`config.mk`:
```
export PLATFORM = sky130hd
export DESIGN_NAME = phq_phy_helper
export DESIGN_NICKNAME = d
export VERILOG_FILES = /design/src/verilog/phq_pkg.sv /design/src/verilog/phq_cdr_hold.sv /design/src/verilog/phq_phy_helper.sv
export SDC_FILE = /design/constraint.sdc
export NUM_CORES = 1
export LEC_CHECK = 0
export BUFFER_PORTS_ARGS = -buffer_cell sky130_fd_sc_hd__buf_4
export CORE_MARGIN = 2
export CORE_UTILIZATION = 49
export CTS_CLUSTER_SIZE = 14
export DETAILED_ROUTE_END_ITERATION = 16
export PLACE_DENSITY_LB_ADDON = 0.05
export SYNTH_ARGS = -nofsm -noshare
export SYNTH_HDL_FRONTEND = slang
export SYNTH_HIERARCHICAL = 1
export SYNTH_SLANG_ARGS = --single-unit
```
`constraint.sdc`:
```
create_clock -name core_clk -period 1.9 [get_ports core_clk]
set_input_delay 0.095 -clock core_clk [delete_from_list [all_inputs] [get_ports core_clk]]
set_output_delay 0.095 -clock core_clk [all_outputs]
set_load 0.02 [all_outputs]
```
`src/verilog/phq_pkg.sv`:
```
// Shared constants, types and carriers for the PCIe PHY helper block.
// Assumes a single 20 MHz core clock and a MAC on the same clock.
package phq_pkg;

  // ==========================================================
  // Register map, byte addresses on the plain register port
  localparam logic [4:0] REG_CTRL = 5'h00;
  localparam logic [4:0] REG_EQ = 5'h04;
  localparam logic [4:0] REG_MASK = 5'h08;
  localparam logic [4:0] REG_COEF = 5'h0C;
  localparam logic [4:0] REG_STAT = 5'h10;

  // ==========================================================
  // Field positions
  localparam int CTRL_GEN_LSB = 0;
  localparam int EQ_FS_LSB = 0;
  localparam int EQ_LF_LSB = 8;
  localparam int EQ_PREF_LSB = 16;
  localparam int STAT_FSM_LSB = 0;
  localparam int STAT_DONE_BIT = 2;
  localparam int STAT_ALIGN_BIT = 3;
  localparam int STAT_UP_BIT = 4;
  localparam int STAT_FRZ_BIT = 5;
  localparam int STAT_RECOV_LSB = 8;

  // ==========================================================
  // Reset values
  localparam logic [1:0] GEN_RST = 2'h0;
  localparam logic [5:0] FS_RST = 6'h30;
  localparam logic [5:0] LF_RST = 6'h0A;
  localparam logic [3:0] PREF_RST = 4'h5;
  localparam logic [10:0] MASK_RST = 11'h7FF;
  localparam logic [17:0] COEF_RST = 18'h0_0000;

  // ==========================================================
  // Timing: receiver evaluation time before an answer, in cycles
  localparam int EVAL_CYC = 4;

  // ==========================================================
  // Request codes, rates and link training state codes
  localparam logic [1:0] RQ_NONE = 2'h0;
  localparam logic [1:0] RQ_COEF = 2'h1;
  localparam logic [1:0] RQ_PRESET = 2'b10;
  localparam logic [1:0] GEN1 = 2'h0;
  localparam logic [1:0] GEN23 = 2'h1;
  localparam logic [1:0] GEN4 = 2'h2;
  localparam logic [3:0] PRESET_MAX = 4'hA;
  localparam logic [5:0] LT_ZERO = 6'h00;
  localparam logic [5:0] LT_LINK_UP = 6'h10;
  localparam logic [5:0] LT_REC_SPEED = 6'h0C;
  localparam logic [5:0] LT_L1_ENTRY = 6'h1A;
  localparam logic [5:0] LT_L1_IDLE = 6'h1B;
  localparam logic [5:0] LT_LPBK_SLV = 6'h20;
  localparam logic [1:0] FSM_CODE_IDLE = 2'h0;
  localparam logic [1:0] FSM_CODE_LOCK = 2'h1;
  localparam logic [1:0] FSM_CODE_RST = 2'h2;
  localparam logic [1:0] FSM_CODE_SYNC = 2'h3;

  // ==========================================================
  // State machines
  typedef enum logic [3:0] {
    I_IDLE = 4'b0001,
    I_LOCK = 4'b0010,
    I_RST = 4'b0100,
    I_SYNC = 4'b1000
  } phq_init_e;

  typedef enum logic [3:0] {
    E_IDLE = 4'b0001,
    E_EVAL = 4'b0010,
    E_RESP = 4'b0100,
    E_DROP = 4'b1000
  } phq_eq_e;

  // ==========================================================
  // Carriers
  typedef struct packed {
    logic [1:0] ctrl;
    logic [3:0] txpreset;
  } phq_rxeq_req_s;

  typedef struct packed {
    logic done;
    logic adapt_done;
    logic [3:0] new_preset;
    logic [17:0] new_coef;
    logic [5:0] fs;
    logic [5:0] lf;
  } phq_rxeq_rsp_s;

  typedef struct packed {
    logic channel_pll_locked;
    logic quad_pll_a_locked;
    logic quad_pll_b_locked;
    logic reset_done;
    logic phy_status;
    logic tx_bypass_aligned;
    logic rx_idle_detect;
  } phq_xcvr_s;

endpackage : phq_pkg

```
`src/verilog/phq_cdr_hold.sv`:
```
// Clock-recovery freeze controller.
// Assumes rx_idle_sync is already synchronised to core_clk.
`timescale 1ns/1ps
`default_nettype none
module phq_cdr_hold
  import phq_pkg::*;
(
  input wire logic core_clk,
  input wire logic rstn,
  input wire logic rx_idle_sync,
  input wire logic [5:0] ltssm,
  output logic cdr_freeze
);

  typedef struct packed {
    logic freeze;
  } phq_cdr_st_s;

  phq_cdr_st_s q;
  phq_cdr_st_s d;
  logic in_set;

  // ==========================================================
  // Freeze decision
  // Freeze starts in the listed states and lasts while idle stays high.
  always_comb begin
    in_set = (ltssm == LT_REC_SPEED) || (ltssm == LT_L1_ENTRY) ||
             (ltssm == LT_L1_IDLE) || (ltssm == LT_LPBK_SLV);
    d = q;
    d.freeze = rx_idle_sync && (in_set || q.freeze);
  end

  // Registers the state.
  always_ff @(posedge core_clk) begin
    if (!rstn) begin
      q <= '0;
    end else begin
      q <= d;
    end
  end

  assign cdr_freeze = q.freeze;

  a_freeze_start: assert property (@(posedge core_clk) disable iff (!rstn)
    (rx_idle_sync && in_set) |=> cdr_freeze)
    else $error("freeze missed with idle in a freeze state");
  a_freeze_hold: assert property (@(posedge core_clk) disable iff (!rstn)
    (cdr_freeze && rx_idle_sync) |=> cdr_freeze)
    else $error("freeze dropped while idle persisted");
  a_freeze_end: assert property (@(posedge core_clk) disable iff (!rstn)
    (cdr_freeze && !rx_idle_sync) |=> !cdr_freeze)
    else $error("freeze outlived idle");

endmodule : phq_cdr_hold
`default_nettype wire

```
`src/verilog/phq_phy_helper.sv`:
```
// PCIe PHY helper: receiver equalization requester, init sequencer,
// link state tracking and clock-recovery freeze, plus a register port.
// Assumes the MAC runs on core_clk and transceiver status comes from
// another domain, so it is synchronised here.
//
// The plain strobed port and the register offsets were chosen for this implementation.
`timescale 1ns/1ps
`default_nettype none
// Functional notes
// - Equalization requester acts only while equalization phase 2 is active.
// - Report FS, LF and selected preset or coefficients, plus completion status.
// - Preset request code 2'b10; proposing another preset answers done high, adapted low.
// - Accepting the requested preset answers with done and adapted both high.
// - Clock-recovery freeze goes high while receive electrical idle is high.
// - Freeze applies in Recovery.Speed, L1 entry/idle, loopback slave entry; lasts with idle.
// - Link training held at state zero until PLL lock, reset done, PHY status.
// - Lock needed: channel PLL for Gen1, plus quad B Gen2/3, plus quad A Gen4.
// - Init state machine returns to state 00 after its sequence completes.
// - Link state output shows 10 when up; recovery excursions are counted.
// - Transmit buffer-bypass alignment done is raised once alignment completes.
// - Link state output steps from 0x00 to 0x10 on a successful link-up.
module phq_phy_helper
  import phq_pkg::*;
#(
  parameter int EVAL_CYCLES = EVAL_CYC
) (
  input wire logic core_clk,
  input wire logic rstn,
  input wire logic [4:0] reg_addr,
  input wire logic [31:0] reg_wdata,
  input wire logic reg_wr,
  input wire logic reg_rd,
  output logic [31:0] reg_rdata,
  input wire phq_xcvr_s xcvr_in,
  input wire logic rxeq_phase2,
  input wire phq_rxeq_req_s rxeq_req,
  output phq_rxeq_rsp_s rxeq_rsp,
  input wire logic link_train_permit,
  input wire logic [5:0] mac_ltssm,
  output logic link_train_run,
  output logic [5:0] link_state,
  output logic link_up,
  output logic [1:0] init_fsm_code,
  output logic init_done,
  output logic tx_bypass_aligned,
  output logic cdr_freeze
);

  typedef struct packed {
    logic [6:0] s1;
    logic [6:0] s2;
    phq_init_e i_st;
    logic init_done;
    logic aligned;
    phq_eq_e e_st;
    logic [7:0] cnt;
    logic [1:0] req_ctrl;
    logic [3:0] req_preset;
    logic done;
    logic adapt;
    logic [3:0] new_preset;
    logic [17:0] new_coef;
    logic [1:0] gen;
    logic [5:0] fs;
    logic [5:0] lf;
    logic [3:0] pref;
    logic [10:0] mask;
    logic [17:0] coef;
    logic [5:0] link_state;
    logic [7:0] recov;
    logic [31:0] rdata;
  } phq_main_st_s;

  localparam phq_main_st_s ST_RST = '{
    i_st: I_LOCK,
    e_st: E_IDLE,
    gen: GEN_RST,
    fs: FS_RST,
    lf: LF_RST,
    pref: PREF_RST,
    mask: MASK_RST,
    coef: COEF_RST,
    default: '0
  };
  localparam logic [7:0] EVAL_LAST = 8'(EVAL_CYCLES - 1);

  phq_main_st_s q;
  phq_main_st_s d;
  phq_xcvr_s xs;
  logic lock_ok;
  logic accept;
  logic [31:0] stat_word;

  // ==========================================================
  // Synchronised transceiver view
  // Only the second stage is read; the first feeds the second alone.
  assign xs = phq_xcvr_s'(q.s2);

  // Lock set required by the configured top rate.
  always_comb begin
    unique case (q.gen)
      GEN1: lock_ok = xs.channel_pll_locked;
      GEN23: lock_ok = xs.channel_pll_locked && xs.quad_pll_b_locked;
      GEN4: lock_ok = xs.channel_pll_locked && xs.quad_pll_a_locked;
      default: lock_ok = 1'b0;
    endcase
  end

  // A requested preset is taken when legal and enabled in the mask.
  assign accept = (q.req_preset <= PRESET_MAX) && q.mask[q.req_preset[3:0]];

  // Status word assembled from live state.
  always_comb begin
    stat_word = '0;
    stat_word[STAT_FSM_LSB +: 2] = init_fsm_code;
    stat_word[STAT_DONE_BIT] = q.init_done;
    stat_word[STAT_ALIGN_BIT] = q.aligned;
    stat_word[STAT_UP_BIT] = link_up;
    stat_word[STAT_FRZ_BIT] = cdr_freeze;
    stat_word[STAT_RECOV_LSB +: 8] = q.recov;
  end

  // ==========================================================
  // Next-state logic for the whole block
  always_comb begin
    d = q;
    d.s1 = xcvr_in;
    d.s2 = q.s1;
    d.done = 1'b0;
    d.rdata = '0;

    // Register writes; unmapped addresses are ignored.
    if (reg_wr) begin
      unique case (reg_addr)
        REG_CTRL: d.gen = reg_wdata[CTRL_GEN_LSB +: 2];
        REG_EQ: begin
          d.fs = reg_wdata[EQ_FS_LSB +: 6];
          d.lf = reg_wdata[EQ_LF_LSB +: 6];
          d.pref = reg_wdata[EQ_PREF_LSB +: 4];
        end
        REG_MASK: d.mask = reg_wdata[10:0];
        REG_COEF: d.coef = reg_wdata[17:0];
        default: d.gen = q.gen;
      endcase
    end

    // Register reads answer in the next cycle; unmapped reads give zero.
    if (reg_rd) begin
      unique case (reg_addr)
        REG_CTRL: d.rdata[CTRL_GEN_LSB +: 2] = q.gen;
        REG_EQ: begin
          d.rdata[EQ_FS_LSB +: 6] = q.fs;
          d.rdata[EQ_LF_LSB +: 6] = q.lf;
          d.rdata[EQ_PREF_LSB +: 4] = q.pref;
        end
        REG_MASK: d.rdata[10:0] = q.mask;
        REG_COEF: d.rdata[17:0] = q.coef;
        REG_STAT: d.rdata = stat_word;
        default: d.rdata = '0;
      endcase
    end

    // Init sequencer: lock, then reset completion, then bypass alignment.
    unique case (q.i_st)
      I_LOCK: begin
        d.init_done = 1'b0;
        if (lock_ok) begin
          d.i_st = I_RST;
        end
      end
      I_RST: begin
        if (!lock_ok) begin
          d.i_st = I_LOCK;
        end else if (xs.reset_done && xs.phy_status) begin
          d.i_st = I_SYNC;
        end
      end
      I_SYNC: begin
        if (!lock_ok) begin
          d.i_st = I_LOCK;
        end else if (xs.tx_bypass_aligned) begin
          d.i_st = I_IDLE;
          d.init_done = 1'b1;
        end
      end
      I_IDLE: begin
        if (!lock_ok) begin
          d.i_st = I_LOCK;
          d.init_done = 1'b0;
        end
      end
    endcase
    d.aligned = xs.tx_bypass_aligned;

    // Link state follows the MAC only once training may run.
    d.link_state = (q.init_done && link_train_permit) ? mac_ltssm : LT_ZERO;
    if ((q.link_state == LT_LINK_UP) && (d.link_state != LT_LINK_UP) && (q.recov != 8'hFF)) begin
      d.recov = q.recov + 8'h01;
    end

    // Receiver equalization requester.
    unique case (q.e_st)
      E_IDLE: begin
        if (rxeq_phase2 && (rxeq_req.ctrl != RQ_NONE)) begin
          d.e_st = E_EVAL;
          d.req_ctrl = rxeq_req.ctrl;
          d.req_preset = rxeq_req.txpreset;
          d.cnt = '0;
        end
      end
      E_EVAL: begin
        if (!rxeq_phase2) begin
          d.e_st = E_IDLE;
        end else if (q.cnt == EVAL_LAST) begin
          d.e_st = E_RESP;
          d.done = 1'b1;
          if (q.req_ctrl == RQ_PRESET) begin
            d.adapt = accept;
            d.new_preset = accept ? q.req_preset : q.pref;
          end else begin
            d.adapt = 1'b1;
            d.new_coef = q.coef;
          end
        end else begin
          d.cnt = q.cnt + 8'h01;
        end
      end
      E_RESP: begin
        d.adapt = 1'b0;
        d.e_st = E_DROP;
      end
      E_DROP: begin
        if (rxeq_req.ctrl == RQ_NONE) begin
          d.e_st = E_IDLE;
        end
      end
    endcase
  end

  // Registers all state; synchronous reset.
  always_ff @(posedge core_clk) begin
    if (!rstn) begin
      q <= ST_RST;
    end else begin
      q <= d;
    end
  end

  // ==========================================================
  // Clock-recovery freeze
  phq_cdr_hold u_cdr_hold (
    .core_clk(core_clk),
    .rstn(rstn),
    .rx_idle_sync(xs.rx_idle_detect),
    .ltssm(q.link_state),
    .cdr_freeze(cdr_freeze)
  );

  // ==========================================================
  // Outputs
  // Init state code shows 00 once the sequence has completed.
  always_comb begin
    unique case (q.i_st)
      I_IDLE: init_fsm_code = FSM_CODE_IDLE;
      I_LOCK: init_fsm_code = FSM_CODE_LOCK;
      I_RST: init_fsm_code = FSM_CODE_RST;
      I_SYNC: init_fsm_code = FSM_CODE_SYNC;
      default: init_fsm_code = FSM_CODE_LOCK;
    endcase
  end

  assign rxeq_rsp = '{
    done: q.done,
    adapt_done: q.adapt,
    new_preset: q.new_preset,
    new_coef: q.new_coef,
    fs: q.fs,
    lf: q.lf
  };
  assign reg_rdata = q.rdata;
  assign link_state = q.link_state;
  assign link_up = (q.link_state == LT_LINK_UP);
  assign link_train_run = q.init_done && link_train_permit;
  assign init_done = q.init_done;
  assign tx_bypass_aligned = q.aligned;

  // ==========================================================
  // Checks
  a_phase2_only: assert property (@(posedge core_clk) disable iff (!rstn)
    (q.e_st == E_IDLE && !rxeq_phase2) |=> (q.e_st == E_IDLE))
    else $error("requester started outside phase 2");
  a_propose_new: assert property (@(posedge core_clk) disable iff (!rstn)
    (q.e_st == E_EVAL && rxeq_phase2 && q.cnt == EVAL_LAST && q.req_ctrl == RQ_PRESET && !accept)
    |=> (rxeq_rsp.done && !rxeq_rsp.adapt_done && rxeq_rsp.new_preset == $past(q.pref)))
    else $error("proposal answer wrong");
  a_accept_both: assert property (@(posedge core_clk) disable iff (!rstn)
    (q.e_st == E_EVAL && rxeq_phase2 && q.cnt == EVAL_LAST && q.req_ctrl == RQ_PRESET && accept)
    |=> (rxeq_rsp.done && rxeq_rsp.adapt_done))
    else $error("accept answer wrong");
  a_done_pulse: assert property (@(posedge core_clk) disable iff (!rstn)
    rxeq_rsp.done |=> (!rxeq_rsp.done && !rxeq_rsp.adapt_done) ##1 !rxeq_rsp.done)
    else $error("done not a single pulse");
  a_hold_zero: assert property (@(posedge core_clk) disable iff (!rstn)
    (!q.init_done || !link_train_permit) |=> (link_state == LT_ZERO))
    else $error("link state left zero before init");
  a_gen4_lock: assert property (@(posedge core_clk) disable iff (!rstn)
    (q.i_st == I_LOCK && q.gen == GEN4 && !xs.quad_pll_a_locked) |=> (q.i_st == I_LOCK))
    else $error("left lock wait without quad A lock");
  a_back_idle: assert property (@(posedge core_clk) disable iff (!rstn)
    (q.i_st == I_SYNC && lock_ok && xs.tx_bypass_aligned)
    |=> (init_fsm_code == FSM_CODE_IDLE && init_done))
    else $error("init did not return to 00");
  a_recov_count: assert property (@(posedge core_clk) disable iff (!rstn)
    (link_state == LT_LINK_UP && q.recov != 8'hFF && q.init_done && link_train_permit &&
     mac_ltssm != LT_LINK_UP) |=> (q.recov == $past(q.recov) + 8'h01))
    else $error("recovery excursion not counted");
  a_coef_answer: assert property (@(posedge core_clk) disable iff (!rstn)
    (q.e_st == E_EVAL && rxeq_phase2 && q.cnt == EVAL_LAST && q.req_ctrl != RQ_PRESET)
    |=> (rxeq_rsp.done && rxeq_rsp.adapt_done && rxeq_rsp.new_coef == $past(q.coef)))
    else $error("coefficient answer wrong");
  a_abort_eval: assert property (@(posedge core_clk) disable iff (!rstn)
    (q.e_st == E_EVAL && !rxeq_phase2) |=> (q.e_st == E_IDLE && !rxeq_rsp.done))
    else $error("evaluation not dropped when phase 2 ended");
  a_chan_lock: assert property (@(posedge core_clk) disable iff (!rstn)
    (q.i_st == I_LOCK && !xs.channel_pll_locked) |=> (q.i_st == I_LOCK))
    else $error("left lock wait without channel lock");
  a_gen23_lock: assert property (@(posedge core_clk) disable iff (!rstn)
    (q.i_st == I_LOCK && q.gen == GEN23 && !xs.quad_pll_b_locked) |=> (q.i_st == I_LOCK))
    else $error("left lock wait without quad B lock");
  a_lock_loss: assert property (@(posedge core_clk) disable iff (!rstn)
    !lock_ok |=> (init_fsm_code == FSM_CODE_LOCK && !init_done))
    else $error("lock loss did not restart the sequence");
  a_idle_code: assert property (@(posedge core_clk) disable iff (!rstn)
    (q.i_st == I_IDLE) |-> (init_fsm_code == FSM_CODE_IDLE && init_done))
    else $error("finished sequence without code 00");
  a_link_follow: assert property (@(posedge core_clk) disable iff (!rstn)
    (q.init_done && link_train_permit) |=> (link_state == $past(mac_ltssm)))
    else $error("link state did not follow the MAC");
  a_align_copy: assert property (@(posedge core_clk) disable iff (!rstn)
    xs.tx_bypass_aligned |=> tx_bypass_aligned)
    else $error("alignment done not raised");

endmodule : phq_phy_helper
`default_nettype wire

```
==> results.md, run 1 <==
Critical path:
- The critical path launch point is q[91].
- The worst reg-to-reg path cell count is 7.
- Traced cell by cell, the critical path runs through inv_1 > ha_1 > mux2_2 > a21oi_2 > or2_2 > o21a_1 > a221oi_1.
- The arrival time of data at the critical path endpoint is 2110 ps.
- The largest fanout on the critical path is 4.
- The startpoint of the most critical register-to-register path is q[91].
- The capturing element type of the critical path is a register.
- The most critical setup path has its endpoint at q[140].
- Counting buffers and inverters, the worst setup path is 7 cells deep.
- By startpoint and endpoint, the worst setup path is classified as reg2reg.
- The startpoint kind of the worst setup timing path is a register.
- The endpoint of the worst register-to-register path is q[140].
- The maximum cell stage delay along the critical path is 330 ps.
- On the critical path, the stage with the largest delay is an instance of dfxtp_1.
- For the worst setup path, the data required time is 2220 ps.
- Counting both buffers and inverters, the worst setup path holds a total of 1.
- Among cell families on the critical path, the largest total delay comes from compound AO/OA/AOI/OAI gates.
- The worst-case register-to-register setup slack is 110 ps.

Logic synthesis:
- The portion of synthesized cell area occupied by the leading cell type is ~44%.
- The top cell type by total area after synthesis is dfxtp_1.
- The main flop type after synthesis is dfxtp_1.
- Counting flops with a built-in enable in the synthesized netlist gives 0.
- Dividing the synthesized area by the synthesized cell count gives 8.59 um^2.
- After synthesis, the cell types taking the most area are dfxtp_1 44%, nand2_1 9.0%, buf_4 8.7%, a21oi_1 5.2%, and2_1 2.9%.
- The number of warnings reported in the yosys synthesis log is 6.
- Synthesis produced a netlist whose cell count is 757.
- In the synthesized netlist the async set-or-reset flop fraction comes to 0%.
- After synthesis, flip-flops and latches occupy 44.4% of the total area.
- Summing every instance area after synthesis gives 6500 um^2.
- The number of different library cells used by synthesis comes to 61.
- The register bit count reported by yosys is roughly 140.

Cells and area:
- The post-route netlist has 25.1% of its cells at a drive strength greater than 1.
- At the end of the flow the core is filled with cells to between 60% and 70%.
- Compared with the post-synthesis result, the final layout area differs by 28.1%.
- The number of antenna cells inserted is 0.
- At the end of the flow, the number of nets in the layout was between 900 and 1000.

STA:
- The tightest hold path in the finished design has a slack of 37.9 ps.
- The final period utilization is between 90% and 100%.
- The setup skew after layout is around 8 ps.
- The time the final worst path needs with I/O delays and setup is 1790 ps.
- For this run, the top clock speed supported by timing is around 0.56 GHz.
- The hold violation total from the final report is 0.
- Setup repair after global routing could not meet its margin everywhere.
- The final-report max-slew violation count is 0.
- Setup violations remaining at the end of the flow were counted as 0.
- The final worst slack is approximately 110 ps.

Drt:
- The first-pass iteration count of the detailed router is 5.
- The routed design has 16600 um of wire.
- Dividing the detail-routed wire length by the instance count gives 15.6 um.
- The final route contains 5500 vias.
- The count of routing violations after the opening detailed-route iteration is between 200 and 300.
- The antenna violation net count after detailed routing is 0.
- The via count normalized by instance count is 5.15.
- After detailed routing, the number of remaining DRC violations is 0.

Placed design:
- The placed wire-length estimate is about 12000 um.
- Before CTS, the worst setup slack after placement is -24.3 ps.
- During placement, the flow inserted port buffers numbering about 120.
- At the end of routability-driven placement, the weighted congestion stood at 0.879.

CTS:
- The cell sitting at the root of the clock tree is a clkbuf_16.
- The number of clock buffers inserted by TritonCTS is 17.
- Counting every sink on the clock net gives between 100 and 150.
- The buffer depth of the longest clock path is 2.
- The latest clock arrival within the worst-skew pair is 420 ps.
- The H-tree level count is 4.
- The CTS tree is done.
- The clock slew seen by the registers of the worst setup and hold paths is 60 ps.

Power and ir drop:
- The worst supply voltage drop on vdd is about 0.00047 V.
- The analysis attributes to cell leakage a power of 3.32 nW.
- Dividing total power by cell area gives a power density of 817 nW/um^2.

Floorplanning:
- The die boundary width is 119 um.
- 143 I/O pins were placed.
- The vertical die dimension is 119 um.
- The die covers 14200 um^2.
- In this run the standard cell core region covers 13100 um^2.
- The initial cell density of the core is around 50%.
- The row count is 42.

Job:
- Across the run, the number of max-cap violations was 0.

Min path:
- The number of stages on the worst hold path is 3.
- The min-delay analysis places its worst path in the category in2reg.

Global routing:
- The largest net degree at the start of global routing is 30.
- For this run, the total global-route usage over all layers was measured as 23.7%.
- The first-pass GRT wire length is around 26000 um.
- For this run the aggregate overflow at the end of global routing stands at 0.
- The via count of the first global-routing pass is 5309.
- The initial antenna violation count is 0.

Outcome:
- The flow ran to the end, and the final reports show no timing, DRC or antenna violations.
-- power breakdown --
part / total (mW) / leakage [nW] / switching (mW) / internal, mW
sequential: 3.10 / 1.17 / 0.0348 / 3.06
clock: 3.20 / 0.280 / 1.27 / 1.93
combinational: 0.509 / 1.88 / 0.258 / 0.251
total: 6.80 / 3.32 / 1.56 / 5.24
-- cells by family (layout without fill, tap and decap cells) --
logic type               Yosys count  count (layout)  synth area share (%)
AO/OA/AOI/OAI                    125             125                  11.8
XOR/XNOR                          12              12                  1.62
adder cells (fa/ha/maj)            5               5                 0.962
buffers and inverters            117             240                  11.9
flip-flops                       144             144                  44.4
multiplexers                      30              30                  5.41
other                              1              12                0.0577
AND/OR/NAND/NOR                  323             323                  24.0
-- routing by layer --
layer / GRT usage (%) / routed length [um] / vias up
met5: 0 / 0 / -
met4: 11.2 / 405 / 0
met3: 4.89 / 873 / 29
met2: 38.6 / 7880 / 174
met1: 30.0 / 7440 / 2570
li1: - / - / 2727
-- Yosys cell counts, types with 6 or more instances --
| library cell | count |
|---|---|
| a21oi_1 | 67 |
| a22oi_1 | 13 |
| and2_1 | 30 |
| buf_2 | 9 |
| buf_4 | 75 |
| clkbuf_1 | 23 |
| dfxtp_1 | 144 |
| mux2_2 | 11 |
| mux2i_1 | 16 |
| nand2_1 | 156 |
| nand2b_1 | 7 |
| nand3_1 | 26 |
| nor2_1 | 48 |
| nor3b_1 | 6 |
| nor4_1 | 7 |
| nor4b_1 | 6 |
| o21ai_0 | 15 |
| xnor2_1 | 6 |
| xor2_1 | 6 |
-- placed cells by master (no fill, tap or decap), types with 4 or more instances in the layout --
| cell | instances |
|---|---|
| conb_1 | 12 |
| nor4b_1 | 5 |
| mux2i_1 | 16 |
| inv_1 | 4 |
| mux2_2 | 11 |
| nor2_1 | 48 |
| xor2_1 | 6 |
| and2_1 | 30 |
| a21oi_1 | 66 |
| nand2b_1 | 6 |
| clkinv_2 | 6 |
| ha_1 | 5 |
| o2111ai_1 | 5 |
| clkbuf_16 | 17 |
| dlygate4sd3_1 | 47 |
| nor3_1 | 5 |
| nor2b_1 | 4 |
| buf_4 | 151 |
| nor3b_1 | 6 |
| nor4_1 | 5 |
| a22oi_1 | 13 |
| o21ai_0 | 14 |
| nand3_1 | 26 |
| xnor2_1 | 6 |
| dfxtp_1 | 143 |
| buf_12 | 5 |
| a31oi_1 | 5 |
| nand2_1 | 156 |
-- state kept, by name, summed over array words and instances, names as in the netlist --
signal                 count
u_cdr_hold/cdr_freeze      1
tx_bypass_aligned          1
d                          7
link_state                 6
xs                         7
init_done                  1
rxeq_rsp                  36
q                         65
reg_rdata                 20
-- timing repair --
item                       in CTS  in global routing
hold buffers                   47                  0
resized for setup               1                  7
hold endpoints to repair       66                  0
pin swaps                       0                  2
setup buffers                   0                  4
setup endpoints to repair       1                 36
cloned                          0                  0
-- how the worst min path moves through the flow --
stage	from	end	slack, ps
after global placement	xcvr_in[1]	d[142]	300
after global routing	reg_rd	reg_rdata[6]	40
after CTS	reg_rd	reg_rdata[6]	30
after detailed placement	xcvr_in[2]	d[143]	310
final	reg_rd	reg_rdata[6]	40
after floorplan	mac_ltssm[0]	link_state[0]	220
-- worst min-delay path, stage by stage --
cell     delay (ps)
buf_4           140
nand4_1         100
nor2_1           60
-- stage by stage --
step | TNS (ps) | total power [mW] | instance area, um^2 | std cells
after floorplan | 0 | 3.43 | 6550 | 768
after global placement | 0 | 3.59 | 7210 | 984
after detailed placement | -24.3 | 3.60 | 7210 | 984
after CTS | 0 | 6.85 | 8250 | 1063
after global routing | -105 | 7.02 | 8330 | 1067
final | 0 | 6.80 | 8330 | 1067
-- cell type report --
cell class                      count  area (um^2)
Multi-Input combinational cell    507         2930
Inverter                            5         18.8
Tap cell                          176          220
Clock inverter                     14          140
Clock buffer                       18          429
Timing Repair Buffer              203         1700
Fill cell                        1144         4760
Sequential cell                   144         2880
(Power assumes the default switching activity.)
==> run 2, diff against run 1 <==
--- a/config.mk
+++ b/config.mk
@@ -5,12 +5,14 @@
 export SDC_FILE = /design/constraint.sdc
 export NUM_CORES = 1
 export LEC_CHECK = 0
+export ABC_CLOCK_PERIOD_IN_PS = 1900
 export BUFFER_PORTS_ARGS = -buffer_cell sky130_fd_sc_hd__buf_4
+export CAP_MARGIN = 0
 export CORE_MARGIN = 2
 export CORE_UTILIZATION = 49
 export CTS_CLUSTER_SIZE = 14
 export DETAILED_ROUTE_END_ITERATION = 16
-export PLACE_DENSITY_LB_ADDON = 0.05
+export PLACE_DENSITY = 0.76
 export SYNTH_ARGS = -nofsm -noshare
 export SYNTH_HDL_FRONTEND = slang
 export SYNTH_HIERARCHICAL = 1
==> run 2 against run 1 <==
Compared with the run above:
- first-iteration DRC count up 5.7%
- core utilization down 1.5 points
- via count down 0.24%
- total power down 4.1%
- cell count down 1.2%
- clock skew down 2.7 ps
- setup slack worse by 41 ps
- critical endpoint unchanged
==> results.md, run 2 (synthesis gave the netlist of run 1 again) <==
STA:
- Static timing analysis puts the maximum clock frequency at 0.546 GHz.
- The hold violation total from the final report is 0.
- The pin slew with the least headroom to its limit is 548 ps.
- The final critical path takes up 96.4% of the cycle.
- The number of setup violations in the final report is 0.
- The time the final worst path needs with I/O delays and setup is 1830 ps.
- The setup skew after layout is 5.44 ps.
- The worst pin sits at a relative slew slack of a little under two thirds.
- The final-report max-slew violation count came to 0.

Critical path:
- Traced cell by cell, the critical path runs through inv_1 > ha_1 > mux2_2 > a21oi_2 > or2_2 > o21a_1 > a221oi_2.
- The slowest stage cell on the critical path is dfxtp_2.
- Counting cells, the worst reg-to-reg path comes to 7.
- The capturing element type of the critical path is a register.
- The startpoint of the most critical register-to-register path is q[91].
- The worst-case register-to-register setup slack is 70 ps.
- The depth of the critical timing path with buffers and inverters included is 7.
- Of all nets on the critical path, the largest fanout is 4.
- The worst setup path is launched from a register.
- The category of the most critical setup path is reg2reg.
- On the worst path, the slowest cell contributes a delay of 350 ps.
- Together, buffers and inverters on the worst path number 1.
- The required time at the endpoint of the critical path is approximately 2200 ps.
- The arrival time of data at the critical path endpoint is 2160 ps.
- The cell type group with the largest total delay on the critical path is compound AO/OA/AOI/OAI gates.
- The endpoint of the worst register-to-register path is q[140].

Drt:
- The via total after detailed routing is about 5500.
- The length of routed wiring on met1 is approximately 7000 um.
- The wire length after detailed routing is 16200 um.
- In the final routed layout, each cell accounts on average for roughly 15 um.
- Summed over all nets, wire length on met2 after detailed routing comes to 7900 um.
- The count of unresolved DRC violations after routing is 0.
- The highest signal layer in the routed design is met4.
- The met3 layer wire length in the routed design is about 1000 um.
- The antenna violation net count after detailed routing is 0.
- The first-pass iteration count of the detailed router is 5.
- The count of routing violations after the opening detailed-route iteration is 280.
- Dividing the detail-routed via count by the number of cells gives approximately 5.2.

CTS:
- After clock tree synthesis, the clock-pin slew on the worst setup and hold paths is roughly 50 ps.
- The number of clock sinks is approximately 140.
- The buffer depth of the longest clock path is 2.
- The H-tree was split into 4 levels.
- TritonCTS built the clock tree.
- The number of clock buffers inserted by TritonCTS is 17.
- The later pin in the worst-skew pair is clocked with a latency of 420 ps.
- The root cell of the clock tree is clkbuf_16.

Min path:
- In this run the most critical hold path is launched from reg_rd.
- The worst min-delay path category is in2reg.
- The worst hold endpoint is reg_rdata[7].
- The number of stages on the worst hold path is 3.

Placed design:
- The total instance count after detailed placement is a little under 1000.
- Detailed placement finished with a half-perimeter wire length of 11200 um.
- Input and output buffers added on the ports amount to 118.
- The cell area reported after detailed placement is 7180 um^2.
- The routability congestion estimate is around 0.9.

Global routing:
- In the global route stage, overall resource usage came out at a little under a quarter.
- The first-pass GRT wire length is 26000 um.
- The largest net degree at the start of global routing is 31.
- The overall overflow remaining after global route is 0.
- The initial antenna violation count was 0.
- The via count of the first global-routing pass came to 5293.

Cells and area:
- After routing the design area is between 8000 and 9000 um^2.
- The library cell used most frequently in the layout, excluding fill and tap cells, is nand2_1.
- The finished layout holds between 1000 and 1500 standard cells, fillers aside.
- The number of filler cells placed in the layout is 1109.
- The flip-flop count of the largest register after layout is 65.
- The fraction of final layout cells sized beyond drive strength 1 is 24.8%.
- From synthesis to final layout, the design area changed by 25.0%.
- The net count of the finished layout is 934.
- In the layout the commonest cells are 156 x nand2_1, 151 x buf_4, 142 x dfxtp_1, 66 x a21oi_1, 48 x nor2_1.
- The number of antenna cells inserted is 0.
- The largest register by flop count is q.

Job:
- The tool flagged a number of max-cap violations equal to 0.

Floorplanning:
- The floorplan has 42 rows.
- The initial utilization of the core area, before any placement, comes to approximately half.
- The number of top-level pins is 143.
- The vertical die dimension is approximately 120 um.
- The die boundary width is 119 um.
- The die covers 14200 um^2.
- In this run the standard cell core region covers 13100 um^2.

Power and ir drop:
- The total power per unit cell area is 803 nW/um^2.
- Summed over all cells, the static leakage comes to 3.26 nW.
- IR analysis of the VDD net gives a maximum drop of 0.000425 V.

Outcome:
- The flow ran to the end, and the final reports show no timing, DRC or antenna violations.
[run 2: cell types whose count changed in the layout (fill, tap and decap cells not counted), sizes merged]
cell	previous run	this run
inv	7	5
clkinvlp	2	0
clkbuf	18	22
buf	156	153
dlygate4sd3	47	39
bufinv	2	0
[run 2: layout make-up]
type                       count  area [um^2]  area share (%)
sequential                   144         2890            35.5
timing repair buffer         192         1560            19.2
clock inverter                 8         40.0           0.493
multi-input combinational    507         2930            36.0
tap                          176          220            2.71
inverter                       5         18.8           0.231
clock buffer                  22          474            5.83
[run 2: worst min-delay path, cell delays in order]
cell	delay (ps)
buf_4	140
nand4_1	110
nor2_1	50
[run 2: report_power, final]
part | switching [mW] | internal, mW | total (mW)
clock | 1.18 | 1.73 | 2.92
sequential | 0.0342 | 3.06 | 3.10
combinational | 0.261 | 0.246 | 0.507
total | 1.48 | 5.04 | 6.52
[run 2: metal layers]
layer  up-vias  track usage [%]
met3        21             4.84
met5         -                0
met1      2591             29.1
li1       2697                -
met4         0             10.0
met2       178             38.7
[run 2: worst max-delay path by stage]
stage                      start  slack [ps]           end
final                      q[91]          70        q[140]
after detailed placement   q[91]         -20        q[140]
after global placement     q[91]         100        q[140]
after floorplan           q[123]          60  rxeq_rsp[20]
after CTS                  q[92]          30        q[140]
after global routing       q[92]          -6        q[140]
[run 2: what timing repair did]
action | in CTS | in global routing
gates resized for setup | 2 | 6
pin swaps | 0 | 1
endpoints found under the hold margin | 66 | 0
setup endpoints to repair | 2 | 12
buffers inserted | 0 | 1
hold buffers | 39 | 0
[run 2: stage by stage]
stage	setup slack (ps)	total power [mW]	TNS (ps)	hold slack, ps	util, %
after floorplan	59.2	3.43	0	217	-
after global placement	101	3.58	0	304	54.9
after detailed placement	-19.5	3.59	-26.7	306	54.9
after CTS	30.2	6.56	0	17.7	61.8
after global routing	-5.78	6.77	-5.78	32.9	62.1
final	67.7	6.52	0	31.0	62.1
==> run 3, diff against run 2 <==
--- a/config.mk
+++ b/config.mk
@@ -9,10 +9,9 @@
 export BUFFER_PORTS_ARGS = -buffer_cell sky130_fd_sc_hd__buf_4
 export CAP_MARGIN = 0
 export CORE_MARGIN = 2
-export CORE_UTILIZATION = 49
+export CORE_UTILIZATION = 30
 export CTS_CLUSTER_SIZE = 14
 export DETAILED_ROUTE_END_ITERATION = 16
-export PLACE_DENSITY = 0.76
 export SYNTH_ARGS = -nofsm -noshare
 export SYNTH_HDL_FRONTEND = slang
 export SYNTH_HIERARCHICAL = 1
==> run 3 against run 2 <==
Compared with the run above:
- die area grew 61%
- register-to-register slack improved by 30 ps
- cell area up 3.1%
- cell count up 10%
- clock skew increased by 2.7 ps
- combinational power rose by 1%
- first-iteration DRC count rose by 33%
- highest routed layer unchanged
- sequential power is essentially flat
- critical endpoint is now q[32]
- total power grew 4.9%
- clock-buffer cell count down 5
- via count decreased by 1.4%
==> results.md, run 3 (synthesis gave the netlist of run 1 again) <==
Global routing:
- The via count of the first global-routing pass was 5131.
- The initial antenna violation count is 0.
- The overall overflow remaining after global route is 0.
- The global-route usage over all layers is ~16%.
- The first global-routing pass estimated 27400 um of wire.
- Entering global routing, the biggest net connects 35 pins.

STA:
- The time the final worst path needs with I/O delays and setup is about 1800 ps.
- The setup skew after layout is 8.14 ps.
- In this run the tightest slew margin relative to its limit is 59.9%.
- The hold violation total from the final report is 0.
- Setup repair after global routing left no endpoint under its margin.
- The number of setup violations in the final report is 0.
- The final-report max-slew violation count is 0.
- Final hold analysis gives a worst-case slack of 74.0 ps.
- For the pin with the worst max-slew slack, the measured transition is 601 ps.
- The worst path uses 94.9% of the clock period.
- The timing-limited maximum frequency is 0.555 GHz.
- Setup total negative slack on the finished layout was measured at 0 ps.

Critical path:
- STA classifies the critical path startpoint as an input pin.
- The required time at the endpoint of the critical path is 2220 ps.
- The setup path with the least slack is of type in2reg.
- Together, buffers and inverters on the worst path number 3.
- The capturing element type of the critical path is a register.
- The largest fanout on the critical path is 6.
- The startpoint identified for the worst register-to-register timing path is q[124].
- The critical path goes through dlygate4sd3_1 > buf_4 > or4_1 > o211ai_2 > buf_4 > nor2_1 > xnor2_1 > nor2_1.
- Data on the critical path arrives at its endpoint at approximately 2100 ps.
- For this design, the slowest cell found on the critical path is dlygate4sd3_1.
- The cell type group with the largest total delay on the critical path is buffers and inverters.
- The critical path launch point is mac_ltssm[2].
- In this design, the stage delay of the slowest critical-path cell is 540 ps.

Cells and area:
- The post-route non-filler standard cell count is ~1200.
- The flip-flop count of the largest register after layout is 65.
- Once layout is complete, the utilization of the core stands at 39.6%.
- The fraction of final layout cells sized beyond drive strength 1 is about a quarter.
- In the layout the commonest cells are 156 x nand2_1, 152 x buf_4, 141 x dfxtp_1, 66 x a21oi_1, 48 x nor2_1.
- Counting flops per register, the top entry is q.
- The number of nets in the layout is 940.
- The most common cell after layout, fill and taps aside is nand2_1.
- The number of antenna diodes in the final layout is 0.
- The layout-stage area growth over the synthesis result is 28.9%.

Placed design:
- Counting tap cells, the placed design contains a total of around 1100 instances.
- The routability congestion estimate is 0.821.
- During placement, the flow inserted port buffers numbering ~120.
- The placed wire-length estimate is 12800 um.

CTS:
- The latest clock arrival within the worst-skew pair is 420 ps.
- The clock slew seen by the registers of the worst setup and hold paths is 60 ps.
- Clock tree synthesis found a total of 144 sinks.
- The root cell of the clock tree is clkbuf_16.
- The buffer depth of the longest clock path is 2.
- CTS built an H-tree with a depth of 4.
- Counting the buffers created by CTS gives 17.
- The number of post-CTS setup repair buffers is 0.
- The CTS tree is done.

Floorplanning:
- After floorplanning, the core was divided into 53 placement rows.
- The number of top-level pins is 143.
- The die outline area is about 23000 um^2.
- The core region is 21200 um^2.
- In this run the horizontal extent of the chip is 151 um.
- For this configuration, the core starts out at a cell density of 30.7%.
- The floorplan step set the die height to 151 um.

Power and ir drop:
- The total power per unit cell area is 817 nW/um^2.
- The post-layout total power is 6.85 mW.
- The worst supply voltage drop on vdd is 0.000587 V.
- The internal portion of the total power is 5.23 mW.
- The share of total power in the clock network is between 40 and 50%.
- Summed over all nets, the switching power comes to about 1.6 mW.
- For this design the static power due to leakage is 3.29 nW.
- Per report_power, the sequential group accounts for 45.2% of the total.
- Of the total power, the share spent switching nets is 23.6%.
- Per report_power, the combinational group accounts for 7.5% of the total.

Drt:
- Signal routing reaches up to met4.
- The antenna violation net count after detailed routing is 0.
- Using the TritonRoute via totals, the vias-per-cell ratio works out to 4.67.
- The via total after detailed routing is 5410.
- The met2 layer wire length in the routed design is 8050 um.
- The final layout contains routed wiring with a total length of 17600 um.
- After the first detailed-routing iteration, the DRC count stood at 372.
- After detailed routing, the number of remaining DRC violations is 0.
- For this run, the detailed router's first-pass iteration total came to 8.
- The length of routed wiring on met1 is 7880 um.
- The met3 layer wire length in the routed design is ~1300 um.
- After detailed routing, the average wire length per cell comes to 15.2 um.

Min path:
- The worst hold path belongs to the class in2reg.
- The origin of the worst min-delay path is reg_rd.

Job:
- Max-cap violations in this run came to 0.

Outcome:
- The run finished with clean final reports.
run 3: repair_timing:
item                       4_1_cts  5_1_grt
gates resized for setup          0        9
hold buffers                    42        0
setup endpoints to repair        0       10
hold endpoints to repair        66        0
run 3: worst paths after layout:
| path | end | slack [ps] | depth (start not counted) |
|---|---|---|---|
| setup / recovery | q[32] | 100 | 8 |
| setup reg to reg | rxeq_rsp[33] | 100 | 6 |
| hold reg to reg | u_cdr_hold/cdr_freeze | 410 | 2 |
| hold / removal | reg_rdata[6] | 70 | 3 |
run 3: cell type report:
cell class	instances	area, um^2
fillers	2106	12800
multi-input cells	507	2920
flip-flops and latches	144	2890
repair buffers	198	1640
clock buffers	17	425
well taps	275	344
clock inverters	13	139
inverters	5	18.8
run 3: routing by layer:
metal  up-vias  GRT usage [%]
met5         -              0
met4         0           5.42
met3        18           4.34
met2       174           24.8
met1      2508           21.1
li1       2710              -
run 3: tightest hold or removal path, stage by stage:
cell	delay (ps)
buf_4	120
nand4_1	140
nor2_1	80
run 3: per-stage QoR:
stage	instance area (um^2)	worst slack, ps
after detailed placement	7360	2.37
after global placement	7360	78.1
after global routing	8380	3.81
after CTS	8350	2.38
after floorplan	6550	59.2
final	8380	96.7
run 3: power by group through the flow:
stage               registers (mW)  logic [mW]  clock network [mW]
finish                        3.10       0.512                3.24
global route                  3.10       0.561                3.45
CTS                           3.09       0.511                3.31
detailed placement            3.16       0.441                   0
global placement              3.16       0.438                   0
floorplan                     3.15       0.281                   0
